$ cat src/core/fpec_pkg.sv
// Package: register map, field layout, codes and timing for the flash program/erase sequencer
package fpec_pkg;
   // Register word offsets on the plain register port
   localparam logic [3:0] FPEC_OFS_CTRL = 4'h0; // flash_op_control
   localparam logic [3:0] FPEC_OFS_KEY = 4'h1; // unlock_key_reg, write only
   localparam logic [3:0] FPEC_OFS_TABLE_PAGE_REG = 4'h2; // table_page_reg
   localparam logic [3:0] FPEC_OFS_IRQ_STAT = 4'h3; // Sticky events, write one to clear
   localparam logic [3:0] FPEC_OFS_IRQ_MASK = 4'h4; // Event enables
   // Control register field positions
   localparam int FPEC_BIT_START = 15;
   localparam int FPEC_BIT_OP_WRITE_ENABLE = 14;
   localparam int FPEC_BIT_ERR = 13;
   localparam int FPEC_BIT_ERASE = 6;
   localparam int FPEC_OP_MSB = 3;
   // Reset values
   localparam logic [15:0] FPEC_CTRL_RST = 16'h0000;
   localparam logic [7:0] FPEC_TABLE_PAGE_REG_RST = 8'h00;
   localparam logic [1:0] FPEC_IRQ_RST = 2'h0;
   // Interrupt status bits
   localparam int FPEC_IRQ_DONE = 0;
   localparam int FPEC_IRQ_ERR = 1;
   // Unlock keys
   localparam logic [15:0] FPEC_KEY1 = 16'h0055;
   localparam logic [15:0] FPEC_KEY2 = 16'h00AA;
   // Operation select codes
   localparam logic [3:0] FPEC_OP_BULK = 4'hF;
   localparam logic [3:0] FPEC_OP_WORD = 4'h3;
   localparam logic [3:0] FPEC_OP_PAGE = 4'h2;
   localparam logic [3:0] FPEC_OP_ROW = 4'h1;
   // Geometry: 64 instructions per row, address steps by 2 per instruction
   localparam int FPEC_ROW_WORDS = 64;
   localparam logic [23:0] FPEC_ROW_MASK = 24'hFF_FF80; // 192-byte row boundary
   localparam logic [23:0] FPEC_PAGE_MASK = 24'hFF_FC00; // 1536-byte block boundary
   // Self-timed durations at 25 MHz
   localparam int FPEC_CLK_MHZ = 25;
   localparam int FPEC_ERASE_US = 2000;
   localparam int FPEC_ERASE_CYC = FPEC_ERASE_US * FPEC_CLK_MHZ;
   localparam int FPEC_WORD_US = 40;
   localparam int FPEC_WORD_CYC = FPEC_WORD_US * FPEC_CLK_MHZ;
   localparam int FPEC_CNT_W = 20;
   // Sequencer states
   typedef enum logic [1:0] {
      FPEC_ST_IDLE = 2'b00,
      FPEC_ST_ERASE = 2'b01,
      FPEC_ST_PROG = 2'b10
   } fpec_state_e;
   // Command toward the flash array
   typedef struct packed {
      logic prog; // Word write strobe level
      logic erase; // Erase level
      logic bulk; // Erase covers the whole memory
      logic [23:0] addr; // Target program address
      logic [23:0] data; // Instruction word
   } fpec_fa_cmd_s;
endpackage

$ cat src/core/fpec_sync.sv
// Two flip-flop level synchroniser for pins entering the system clock domain
`timescale 1ns/1ps
`default_nettype none
module fpec_sync (
   input wire logic sys_clk, // System clock
   input wire logic rst, // Power-on reset, async high
   input wire logic d_in, // Asynchronous level
   output logic q_out // Synchronised level
);
   logic meta_r;

   // First stage feeds only the second stage
   always_ff @(posedge sys_clk or posedge rst) begin
      if (rst) begin
         meta_r <= 1'b0;
         q_out <= 1'b0;
      end else begin
         meta_r <= d_in;
         q_out <= meta_r;
      end
   end
endmodule
`default_nettype wire

$ cat src/core/fpec_top.sv
// Flash program/erase sequencer: unlock, control register, holding latches, self-timed array operations
//
// Operation
// - Keys 55h then AAh before any start
// - Core held stalled while operation runs
// - Start bit set by software, hardware clears
// - Write-enable zero inhibits program and erase
// - Error flag on improper sequence, clear otherwise
// - Erase-select picks erase or program meaning
// - Code 1111 bulk erase, external mode only
// - Code 0011 programs one word
// - Code 0010 erases one eight-row page
// - Code 0001 programs row from latches
// - Other codes start nothing
// - Control bits reset only by power-on
// - Table writes land in holding latches
// - Rows and blocks aligned to boundaries
//
// The implementer's own choices: strobed register access and the address map.
`timescale 1ns/1ps
`default_nettype none
module fpec_top
   import fpec_pkg::*;
#(
   parameter int ERASE_CYC = FPEC_ERASE_CYC, // Erase duration in clocks
   parameter int WORD_CYC = FPEC_WORD_CYC // Per-word program duration in clocks
) (
   input wire logic sys_clk, // System clock, 25 MHz
   input wire logic rst, // Power-on reset, async high
   input wire logic soft_rst, // Other reset sources, sync high
   input wire logic ext_prog_pin, // External serial programming mode pin
   input wire logic [3:0] reg_addr, // Register word offset
   input wire logic [15:0] reg_wdata, // Register write data
   input wire logic reg_wr, // Register write strobe
   input wire logic reg_rd, // Register read strobe
   output logic [15:0] reg_rdata, // Read data, cycle after strobe
   input wire logic tbl_wr, // Table write strobe
   input wire logic [15:0] tbl_ofs, // Table write effective address
   input wire logic [23:0] tbl_data, // Table write instruction word
   output logic cpu_stall, // Core stall while busy
   output logic irq, // Level interrupt
   output fpec_fa_cmd_s fa_cmd // Command toward the flash array
);
   fpec_state_e state_r;
   logic ext_mode;
   logic op_write_enable_r, err_r, erase_r;
   logic [3:0] op_r;
   logic [7:0] table_page_reg_r;
   logic [23:0] tgt_addr_r;
   logic key1_r, armed_r;
   logic [1:0] irq_stat_r, irq_mask_r;
   logic [23:0] latch_mem [FPEC_ROW_WORDS];
   logic [FPEC_CNT_W-1:0] cnt_r;
   logic [5:0] widx_r;
   logic row_mode_r;
   logic ctrl_wr, key_wr, start_try, op_valid, start_ok, seq_err_ev, done_ev;
   logic [5:0] tbl_idx;
   logic [23:0] ctrl_word;

   // Pin crosses into the clock domain before use
   fpec_sync u_mode_sync (
      .sys_clk(sys_clk),
      .rst(rst),
      .d_in(ext_prog_pin),
      .q_out(ext_mode)
   );

   // Request decode; control writes are ignored while busy since the core is stalled then
   always_comb begin
      ctrl_wr = reg_wr && (reg_addr == FPEC_OFS_CTRL) && (state_r == FPEC_ST_IDLE);
      key_wr = reg_wr && (reg_addr == FPEC_OFS_KEY);
      start_try = ctrl_wr && reg_wdata[FPEC_BIT_START];
      tbl_idx = tbl_ofs[6:1];
      ctrl_word = {8'h00, reg_wdata};
   end

   // Legal code and erase-select pairs; everything else is a no-op
   always_comb begin
      op_valid = 1'b0;
      if (reg_wdata[FPEC_BIT_ERASE]) begin
         op_valid = (reg_wdata[FPEC_OP_MSB:0] == FPEC_OP_PAGE)
            || ((reg_wdata[FPEC_OP_MSB:0] == FPEC_OP_BULK) && ext_mode);
      end else begin
         op_valid = (reg_wdata[FPEC_OP_MSB:0] == FPEC_OP_WORD)
            || (reg_wdata[FPEC_OP_MSB:0] == FPEC_OP_ROW);
      end
   end

   // Start needs unlock and write enable in the same write that sets the start bit
   always_comb begin
      start_ok = start_try && armed_r && reg_wdata[FPEC_BIT_OP_WRITE_ENABLE] && op_valid;
      seq_err_ev = start_try && !(armed_r && reg_wdata[FPEC_BIT_OP_WRITE_ENABLE]);
   end

   // Unlock tracker: any write between the two keys or after them breaks the sequence
   always_ff @(posedge sys_clk or posedge rst) begin
      if (rst) begin
         key1_r <= 1'b0;
         armed_r <= 1'b0;
      end else if (soft_rst) begin
         key1_r <= 1'b0;
         armed_r <= 1'b0;
      end else if (reg_wr || tbl_wr) begin
         key1_r <= key_wr && (reg_wdata == FPEC_KEY1);
         armed_r <= key_wr && key1_r && (reg_wdata == FPEC_KEY2);
      end
   end

   // Control fields; only power-on reset returns them to zero
   always_ff @(posedge sys_clk or posedge rst) begin
      if (rst) begin
         op_write_enable_r <= FPEC_CTRL_RST[FPEC_BIT_OP_WRITE_ENABLE];
         erase_r <= FPEC_CTRL_RST[FPEC_BIT_ERASE];
         op_r <= FPEC_CTRL_RST[FPEC_OP_MSB:0];
      end else if (ctrl_wr) begin
         op_write_enable_r <= reg_wdata[FPEC_BIT_OP_WRITE_ENABLE];
         erase_r <= reg_wdata[FPEC_BIT_ERASE];
         op_r <= reg_wdata[FPEC_OP_MSB:0];
      end
   end

   // Error flag: hardware set wins over a software write in the same cycle
   always_ff @(posedge sys_clk or posedge rst) begin
      if (rst) begin
         err_r <= FPEC_CTRL_RST[FPEC_BIT_ERR];
      end else if (seq_err_ev) begin
         err_r <= 1'b1;
      end else if (start_ok) begin
         err_r <= 1'b0;
      end else if (ctrl_wr) begin
         err_r <= reg_wdata[FPEC_BIT_ERR];
      end
   end

   // Table page register
   always_ff @(posedge sys_clk or posedge rst) begin
      if (rst) begin
         table_page_reg_r <= FPEC_TABLE_PAGE_REG_RST;
      end else if (reg_wr && (reg_addr == FPEC_OFS_TABLE_PAGE_REG)) begin
         table_page_reg_r <= reg_wdata[7:0];
      end
   end

   // Holding latches; no reset, contents are undefined until loaded
   always_ff @(posedge sys_clk) begin
      if (tbl_wr) begin
         latch_mem[tbl_idx] <= tbl_data;
      end
   end

   // Last table address is the target, including the dummy write before an erase
   always_ff @(posedge sys_clk or posedge rst) begin
      if (rst) begin
         tgt_addr_r <= 24'h00_0000;
      end else if (tbl_wr) begin
         tgt_addr_r <= {table_page_reg_r, tbl_ofs};
      end
   end

   // Self-timed sequencer; row and word program share the per-word step
   always_ff @(posedge sys_clk or posedge rst) begin
      if (rst) begin
         state_r <= FPEC_ST_IDLE;
         cnt_r <= '0;
         widx_r <= 6'h00;
         row_mode_r <= 1'b0;
      end else begin
         case (state_r)
            FPEC_ST_IDLE: begin
               if (start_ok && reg_wdata[FPEC_BIT_ERASE]) begin
                  state_r <= FPEC_ST_ERASE;
                  cnt_r <= FPEC_CNT_W'(ERASE_CYC - 1);
               end else if (start_ok) begin
                  state_r <= FPEC_ST_PROG;
                  cnt_r <= FPEC_CNT_W'(WORD_CYC - 1);
                  row_mode_r <= (reg_wdata[FPEC_OP_MSB:0] == FPEC_OP_ROW);
                  widx_r <= (reg_wdata[FPEC_OP_MSB:0] == FPEC_OP_ROW) ? 6'h00 : tgt_addr_r[6:1];
               end
            end
            FPEC_ST_ERASE: begin
               if (cnt_r == '0) begin
                  state_r <= FPEC_ST_IDLE;
               end else begin
                  cnt_r <= cnt_r - 1'b1;
               end
            end
            FPEC_ST_PROG: begin
               if (cnt_r != '0) begin
                  cnt_r <= cnt_r - 1'b1;
               end else if (row_mode_r && (widx_r != 6'h3F)) begin
                  widx_r <= widx_r + 1'b1;
                  cnt_r <= FPEC_CNT_W'(WORD_CYC - 1);
               end else begin
                  state_r <= FPEC_ST_IDLE;
               end
            end
            default: begin
               state_r <= FPEC_ST_IDLE;
            end
         endcase
      end
   end

   // Completion is the last cycle of either busy state
   always_comb begin
      done_ev = (cnt_r == '0) && ((state_r == FPEC_ST_ERASE)
         || ((state_r == FPEC_ST_PROG) && !(row_mode_r && (widx_r != 6'h3F))));
   end

   // Stall follows the busy state; lags start by one edge, covered by the two no-ops
   // It also stays up through the done cycle, so the registered array command never outlives it
   always_ff @(posedge sys_clk or posedge rst) begin
      if (rst) begin
         cpu_stall <= 1'b0;
      end else begin
         cpu_stall <= start_ok || (state_r != FPEC_ST_IDLE);
      end
   end

   // Array command, aligned to row or block boundaries
   always_ff @(posedge sys_clk or posedge rst) begin
      if (rst) begin
         fa_cmd <= '0;
      end else begin
         fa_cmd.erase <= (state_r == FPEC_ST_ERASE) && !done_ev;
         fa_cmd.bulk <= (state_r == FPEC_ST_ERASE) && (op_r == FPEC_OP_BULK);
         fa_cmd.prog <= (state_r == FPEC_ST_PROG) && op_write_enable_r;
         fa_cmd.data <= latch_mem[widx_r];
         if (state_r == FPEC_ST_ERASE) begin
            fa_cmd.addr <= (op_r == FPEC_OP_BULK) ? 24'h00_0000 : (tgt_addr_r & FPEC_PAGE_MASK);
         end else begin
            fa_cmd.addr <= (tgt_addr_r & FPEC_ROW_MASK) | {17'h0_0000, widx_r, 1'b0};
         end
      end
   end

   // Sticky events; a new event wins over a clearing write
   always_ff @(posedge sys_clk or posedge rst) begin
      if (rst) begin
         irq_stat_r <= FPEC_IRQ_RST;
         irq_mask_r <= FPEC_IRQ_RST;
      end else begin
         if (reg_wr && (reg_addr == FPEC_OFS_IRQ_MASK)) begin
            irq_mask_r <= reg_wdata[1:0];
         end
         irq_stat_r[FPEC_IRQ_DONE] <= done_ev
            || (irq_stat_r[FPEC_IRQ_DONE] && !(reg_wr && (reg_addr == FPEC_OFS_IRQ_STAT)
            && reg_wdata[FPEC_IRQ_DONE]));
         irq_stat_r[FPEC_IRQ_ERR] <= seq_err_ev
            || (irq_stat_r[FPEC_IRQ_ERR] && !(reg_wr && (reg_addr == FPEC_OFS_IRQ_STAT)
            && reg_wdata[FPEC_IRQ_ERR]));
      end
   end

   // Interrupt level registered from status and mask
   always_ff @(posedge sys_clk or posedge rst) begin
      if (rst) begin
         irq <= 1'b0;
      end else begin
         irq <= |(irq_stat_r & irq_mask_r);
      end
   end

   // Read data for one cycle after the strobe; key and unmapped offsets read zero
   always_ff @(posedge sys_clk or posedge rst) begin
      if (rst) begin
         reg_rdata <= 16'h0000;
      end else if (reg_rd) begin
         case (reg_addr)
            FPEC_OFS_CTRL: reg_rdata <= {(state_r != FPEC_ST_IDLE), op_write_enable_r, err_r, 6'h00,
               erase_r, 2'h0, op_r};
            FPEC_OFS_TABLE_PAGE_REG: reg_rdata <= {8'h00, table_page_reg_r};
            FPEC_OFS_IRQ_STAT: reg_rdata <= {14'h0000, irq_stat_r};
            FPEC_OFS_IRQ_MASK: reg_rdata <= {14'h0000, irq_mask_r};
            default: reg_rdata <= 16'h0000;
         endcase
      end else begin
         reg_rdata <= 16'h0000;
      end
   end

   // Spare bits of the decode word are unused by design
   logic unused_ok;
   assign unused_ok = &{1'b0, ctrl_word[23:16]};
endmodule
`default_nettype wire

$ cat config.mk
export PLATFORM = sky130hd
export DESIGN_NAME = fpec_top
export DESIGN_NICKNAME = d
export VERILOG_FILES = /design/src/core/fpec_pkg.sv /design/src/core/fpec_sync.sv /design/src/core/fpec_top.sv
export SDC_FILE = /design/constraint.sdc
export NUM_CORES = 2
export LEC_CHECK = 0
export BUFFER_PORTS_ARGS = -buffer_cell sky130_fd_sc_hd__buf_2
export CAP_MARGIN = 20
export CORE_ASPECT_RATIO = 1.2
export CORE_MARGIN = 2
export CORE_UTILIZATION = 55
export CTS_CLUSTER_DIAMETER = 150
export CTS_CLUSTER_SIZE = 25
export DETAILED_ROUTE_END_ITERATION = 10
export MAX_ROUTING_LAYER = met4
export PLACE_DENSITY = 0.75
export SYNTH_ARGS = -nofsm -noshare
export SYNTH_HDL_FRONTEND = slang
export SYNTH_SLANG_ARGS = --single-unit
$ cat constraint.sdc
create_clock -name sys_clk -period 7.2 [get_ports sys_clk]
set_input_delay 1.44 -clock sys_clk [delete_from_list [all_inputs] [get_ports sys_clk]]
set_output_delay 1.44 -clock sys_clk [all_outputs]
set_load 0.05 [all_outputs]
==> Word level (Yosys, flattened, before mapping) <==
Memories as Yosys holds them, arrays and structs flattened. A register that Yosys moved wholly into a read port is not among the register bits.
Index checks and enable logic that the tools add are counted.
{ "classes": {"bitwise": 3, "addsub": 2, "n_eq_ne": 23, "shifts": 0, "multipliers": 0, "n_mux": 32, "div_mod_pow": 0, "order_cmp": 0, "reduce_logical": 53} }
{ "ops": {"columns": ["cell", "n"], "rows": [
  ["$mux 20", 5],
  ["$pmux 16 s4", 1],
  ["$pmux 20 s3", 1],
  ["$mux 24", 2],
  ["$mux 6", 5],
  ["$logic_and 1x1->1", 27],
  ["$or 24x7->24", 1],
  ["$logic_not 20->1", 1],
  ["$reduce_bool 20->1", 1],
  ["$sub 20x1->20 const B", 1],
  ["$eq 16x7->1 const B", 1],
  ["$eq 16x8->1 const B", 1],
  ["$eq 4x2->1 const B", 4],
  ["$mux 16", 1],
  ["$ne 2x2->1 const B", 7],
  ["$pmux 6 s2", 1],
  ["$mux 1", 10],
  ["$mux 2", 5],
  ["$eq 4x1->1 const B", 2],
  ["$eq 4x4->1 const B", 2],
  ["$reduce_and 4->1", 2],
  ["$logic_or 1x1->1", 7],
  ["$add 6x1->6 const B", 1],
  ["$ne 6x6->1 const B", 1],
  ["other kinds (16)", 23]
]} }
{ "word_totals": {"word_cells": 137, "ff_bits": 121, "mem_bits_ro": 0, "mem_count": 1, "in_bits": 67, "ramBits": 1536, "latchBits": 0, "out_inout_bits": 69} }
{ "mem_list": {"columns": ["memory", "words", "word_bits", "rd", "rd_clocked_by_memory_dff", "write_ports", "line_no", "rtl"], "rows": [
  ["latch_mem", 64, 24, 1, 1, 1, "fpec_top.sv:52", "logic [23:0] latch_mem [FPEC_ROW_WORDS];"]
]} }

==> Depth between registers and ports, before layout <==
{ "logic_depth": {"ltp_word": 10, "depth_mapped": 12, "mapped_depth_nobuf": 8} }

==> Hierarchy <==
Synthesis repeated with hierarchy kept, for this count alone.
{ "hier_totals": {"hier_cells": 3006, "area_unflattened_um2": 64094.0} }
{ "by_module_without_submodules": {"columns": ["mod", "cells_per_inst", "area_each_um2", "seq_area_each_um2", "instances"], "rows": [
  ["fpec_top", 3003, 64040.2, 49527.5, 1],
  ["fpec_sync", 3, 53.8, 50.0, 1]
]} }

==> Worst setup path before layout <==
Ideal clock, no wire load.
{ "synth_timing": {"path_kind": "input -> register", "from": "in tbl_ofs[4]", "to": "mem latch_mem[48][0] (enable)", "setup_slack_ns": 2.939, "arrival_ns": 3.826, "stages": 4, "setup_time_ns": 0.435, "path_cell_list": "clkbuf_1 -> nand4b_1 -> or2_2 -> nor3_1"} }
{ "synth_rtl": {"columns": ["element", "line_no", "rtl"], "rows": [
  ["start: declaration", "fpec_top.sv:38", "input wire logic [15:0] tbl_ofs,"],
  ["end: declaration", "fpec_top.sv:52", null]
]} }
Straight into the memory's write port.

==> out/metrics.yaml <==
run_status:
  status: "finished clean"
timing:
  worstMarginPinSlew_ns: 1.09
  period_minus_slack_ns: 3.81
  post-route-period-util_pct: 52.9
  fin_skew_ns: 0.0212
  finalSetupViolCount: 0
  rsz0062_at_grt: "false"
  hold_viol: 0
  fmax_ghz: 0.263
  fin_setup_tns_ns: 0
  slew_viol_final: 0
  maxSlewHeadroom_pct: 26.3
place:
  io_buffer_count: 128
  routabilityCongestion: 0.876
  dp_hpwl_mm: 84.5
routing:
  drc_errors: 0
  drt_iter0_drc: 4297
  via_count: 31000
  postRouteAntennaNets: 0
  drt_wl_total_mm: 150
  via_per_inst: 6.56
  detail_route.wl_per_cell_um: 31.7
  dr.pass1.iters: 5
floorplan:
  die_w_um: 316
  die_h_um: 378
  rows: 137
  ios: 136
  initial_core_util_pct: 55.3
  dieArea_um2: 119000
  coreArea_um2: 116000
hold_path:
  hp-start: "u_mode_sync.meta_r$_DFF_PP0_"
  hold_class: "flip-flop to flip-flop"
  holdPathEnd: "u_mode_sync.q_out$_DFF_PP0_"
  holdPathStages: 0
power:
  power_frac_comb_pct: 4.1
  leakagePower_uw: 0.0219
  p_seq_share_pct: 66.4
  vdd_drop_max_mv: 0.220
  total_power_uw: 16200
  power.internal_uw: 12900
  p_per_area_nw_per_um2: 234
  p_switching_uw: 3290
  pwr-share-clk_pct: 29.5
  swShare_pct: 20.3
cts:
  clock_sinks: 1674
  postCtsHoldBufs: 0
  cts-root-buf: "clkbuf_16"
  cts_setup_buffers: 0
  post_cts_resized: 0
  cts_buffers: 76
  cts_tree: "yes"
  insertion_delay_ns: 0.68
  h-tree-depth: 3
  clockBufferDepth: 3
  clkSlewWorstSetupHoldPaths_ns: 0.09
synthesis:
  synth_warnings: 0
  syn_inst: 3005
  avgSynthCellArea_um2: 21.3
  synth_top_cell_by_area: "edfxtp_1"
  synth_top_area_share_pct: 72.0
  async_flop_share_pct: 8.24
  synth-seq-area-share_pct: 77.4
  synth_cell_types: 62
  synth_edf_count: 1536
  synth.area.top_cells: "edfxtp_1 (72%), mux4_2 (14%), dfrtp_1 (5.4%)"
  netlist_area_um2: 64100
  synth_seq_cells: 1674
  ys.flop_type: "edfxtp_1"
layout:
  fillerInstances: 7880
  final_common_cell: "edfxtp_1"
  syn_to_final_growth_pct: 8.16
  final_util_pct: 59.8
  mostFrequentLayoutCells: "edfxtp_1 (1536), mux4_2 (406), dfrtp_1 (133)"
  nNetsFinal: 3235
  drive_gt1_share_pct: 26.9
global_route:
  antenna_found_initial: 13
  overflow: 0
  grt_max_degree: 127
  grt_use_total_pct: 26.2
  grt_pass1_wl_mm: 216
  grt_pass1_vias: 31400
critical_path:
  worstPathRequired_ns: 7.76
  cpMostUsedCell: "buf_4"
  worstPathArrival_ns: 4.37
  reg2reg_slack_ns: 3.39
  r2r-start: "widx_r[0]$_DFFE_PP0P_"
  start_kind: "flip-flop"
  path_class: "flip-flop to flip-flop"
  cp-end-kind: "flip-flop"
  path_delay_family: "buffers and inverters"
  slowest_stage: "dfrtp_4"
  slowest_delay_ns: 0.83
  cp_cell_sequence: "buf_4, buf_4, mux4_2, a22oi_1, nand3_1, a22o_1"
  crit_buf_inv: 2
  path_max_fanout: 32
  r2r_cells: 6
  rr_endpoint: "fa_cmd[15]$_DFF_PP0_"
job:
  maxCapViolations: 0
-- final cells by class --
class                           count  area (um2)  area share (%)
Timing Repair Buffer              245        1780            2.56
Sequential cell                  1674       49600            71.5
Tap cell                         1529        1910            2.76
Antenna cell                       10        25.0          0.0361
Multi-Input combinational cell   1151       13900            20.1
Clock inverter                      2        17.5          0.0253
Clock buffer                      107        2040            2.94
Inverter                           14        57.6          0.0830
-- metal layers --
metal	global-route usage (%)	vias to the layer above	share of wire, %
li1	-	12700	-
met1	33.8	16400	36
met2	42.5	1704	51
met3	5.07	268	10
met4	8.50	0	3.2
met5	-	-	0
-- worst register-to-register path, cell delays in order (launching register included) --
cell and delay, ns:
dfrtp_4 0.83, buf_4 0.55, buf_4 0.65, mux4_2 0.60, a22oi_1 0.27, nand3_1 0.43, a22o_1 0.36
-- stage by stage --
step                      cells  area (um2)  hold WS [ns]  setup slack [ns]
after floorplan            3010       64100         0.331              2.06
after global placement     4597       66900         0.348              3.09
after detailed placement   4597       66900         0.346              3.02
after CTS                  4706       69000         0.361              3.29
after global routing       4731       69300         0.378              3.11
final                      4732       69300         0.365              3.39
-- power groups by stage --
stage          logic (uW)  registers (uW)  clock network, uW
4_1_cts               643           10800               4860
3_5_place_dp          642           11000                  0
6_report              663           10800               4790
3_3_place_gp          609           11000                  0
5_1_grt               704           10800               5180
2_1_floorplan         288           11100                  0
-- cell usage after synthesis (26+ instances only) --
cell type,number
a21oi_1,38
a22oi_1,55
buf_2,39
clkbuf_1,98
dfrtp_1,138
edfxtp_1,1536
mux2_2,40
mux2i_1,33
mux4_2,406
nand2_1,53
nand3_1,41
nor2_1,171
nor3_1,40
o21ai_0,52
o22ai_1,26
-- cell families after synthesis --
kind of cell | after synthesis | share of synthesized area, %
compound gates | 267 | 2.84
fa+ha+maj | 6 | 0.117
buf+inv | 185 | 1.28
flops | 1674 | 77.4
mux | 479 | 15.5
other cells | 1 | 0.00585
simple gates | 393 | 2.92
-- flip-flops by register name, indices dropped and copies added (netlist names), 2 cells and up --
name and cells:
latch_mem 1536, fa_cmd 50, tgt_addr_r 23, cnt_r 20
reg_rdata 11, table_page_reg_r 8, widx_r 6, op_r 4
irq_mask_r 2, irq_stat_r 2, state_r 2
-- worst max-delay path by stage --
stage                          startpoint                     to  slack [ns]  cells after the start
detailed placement           reg_wdata[3]  cnt_r[19]$_DFFE_PP0P_        3.02                      7
global route        widx_r[0]$_DFFE_PP0P_   fa_cmd[15]$_DFF_PP0_        3.11                      6
CTS                 widx_r[0]$_DFFE_PP0P_   fa_cmd[12]$_DFF_PP0_        3.29                      6
global placement              reg_addr[1]  cnt_r[17]$_DFFE_PP0P_        3.09                      7
floorplan                             rst    armed_r$_DFFE_PP0P_        2.06                      1
finish              widx_r[0]$_DFFE_PP0P_   fa_cmd[15]$_DFF_PP0_        3.39                      6
No activity file was read; power rests on OpenSTA's default activity.
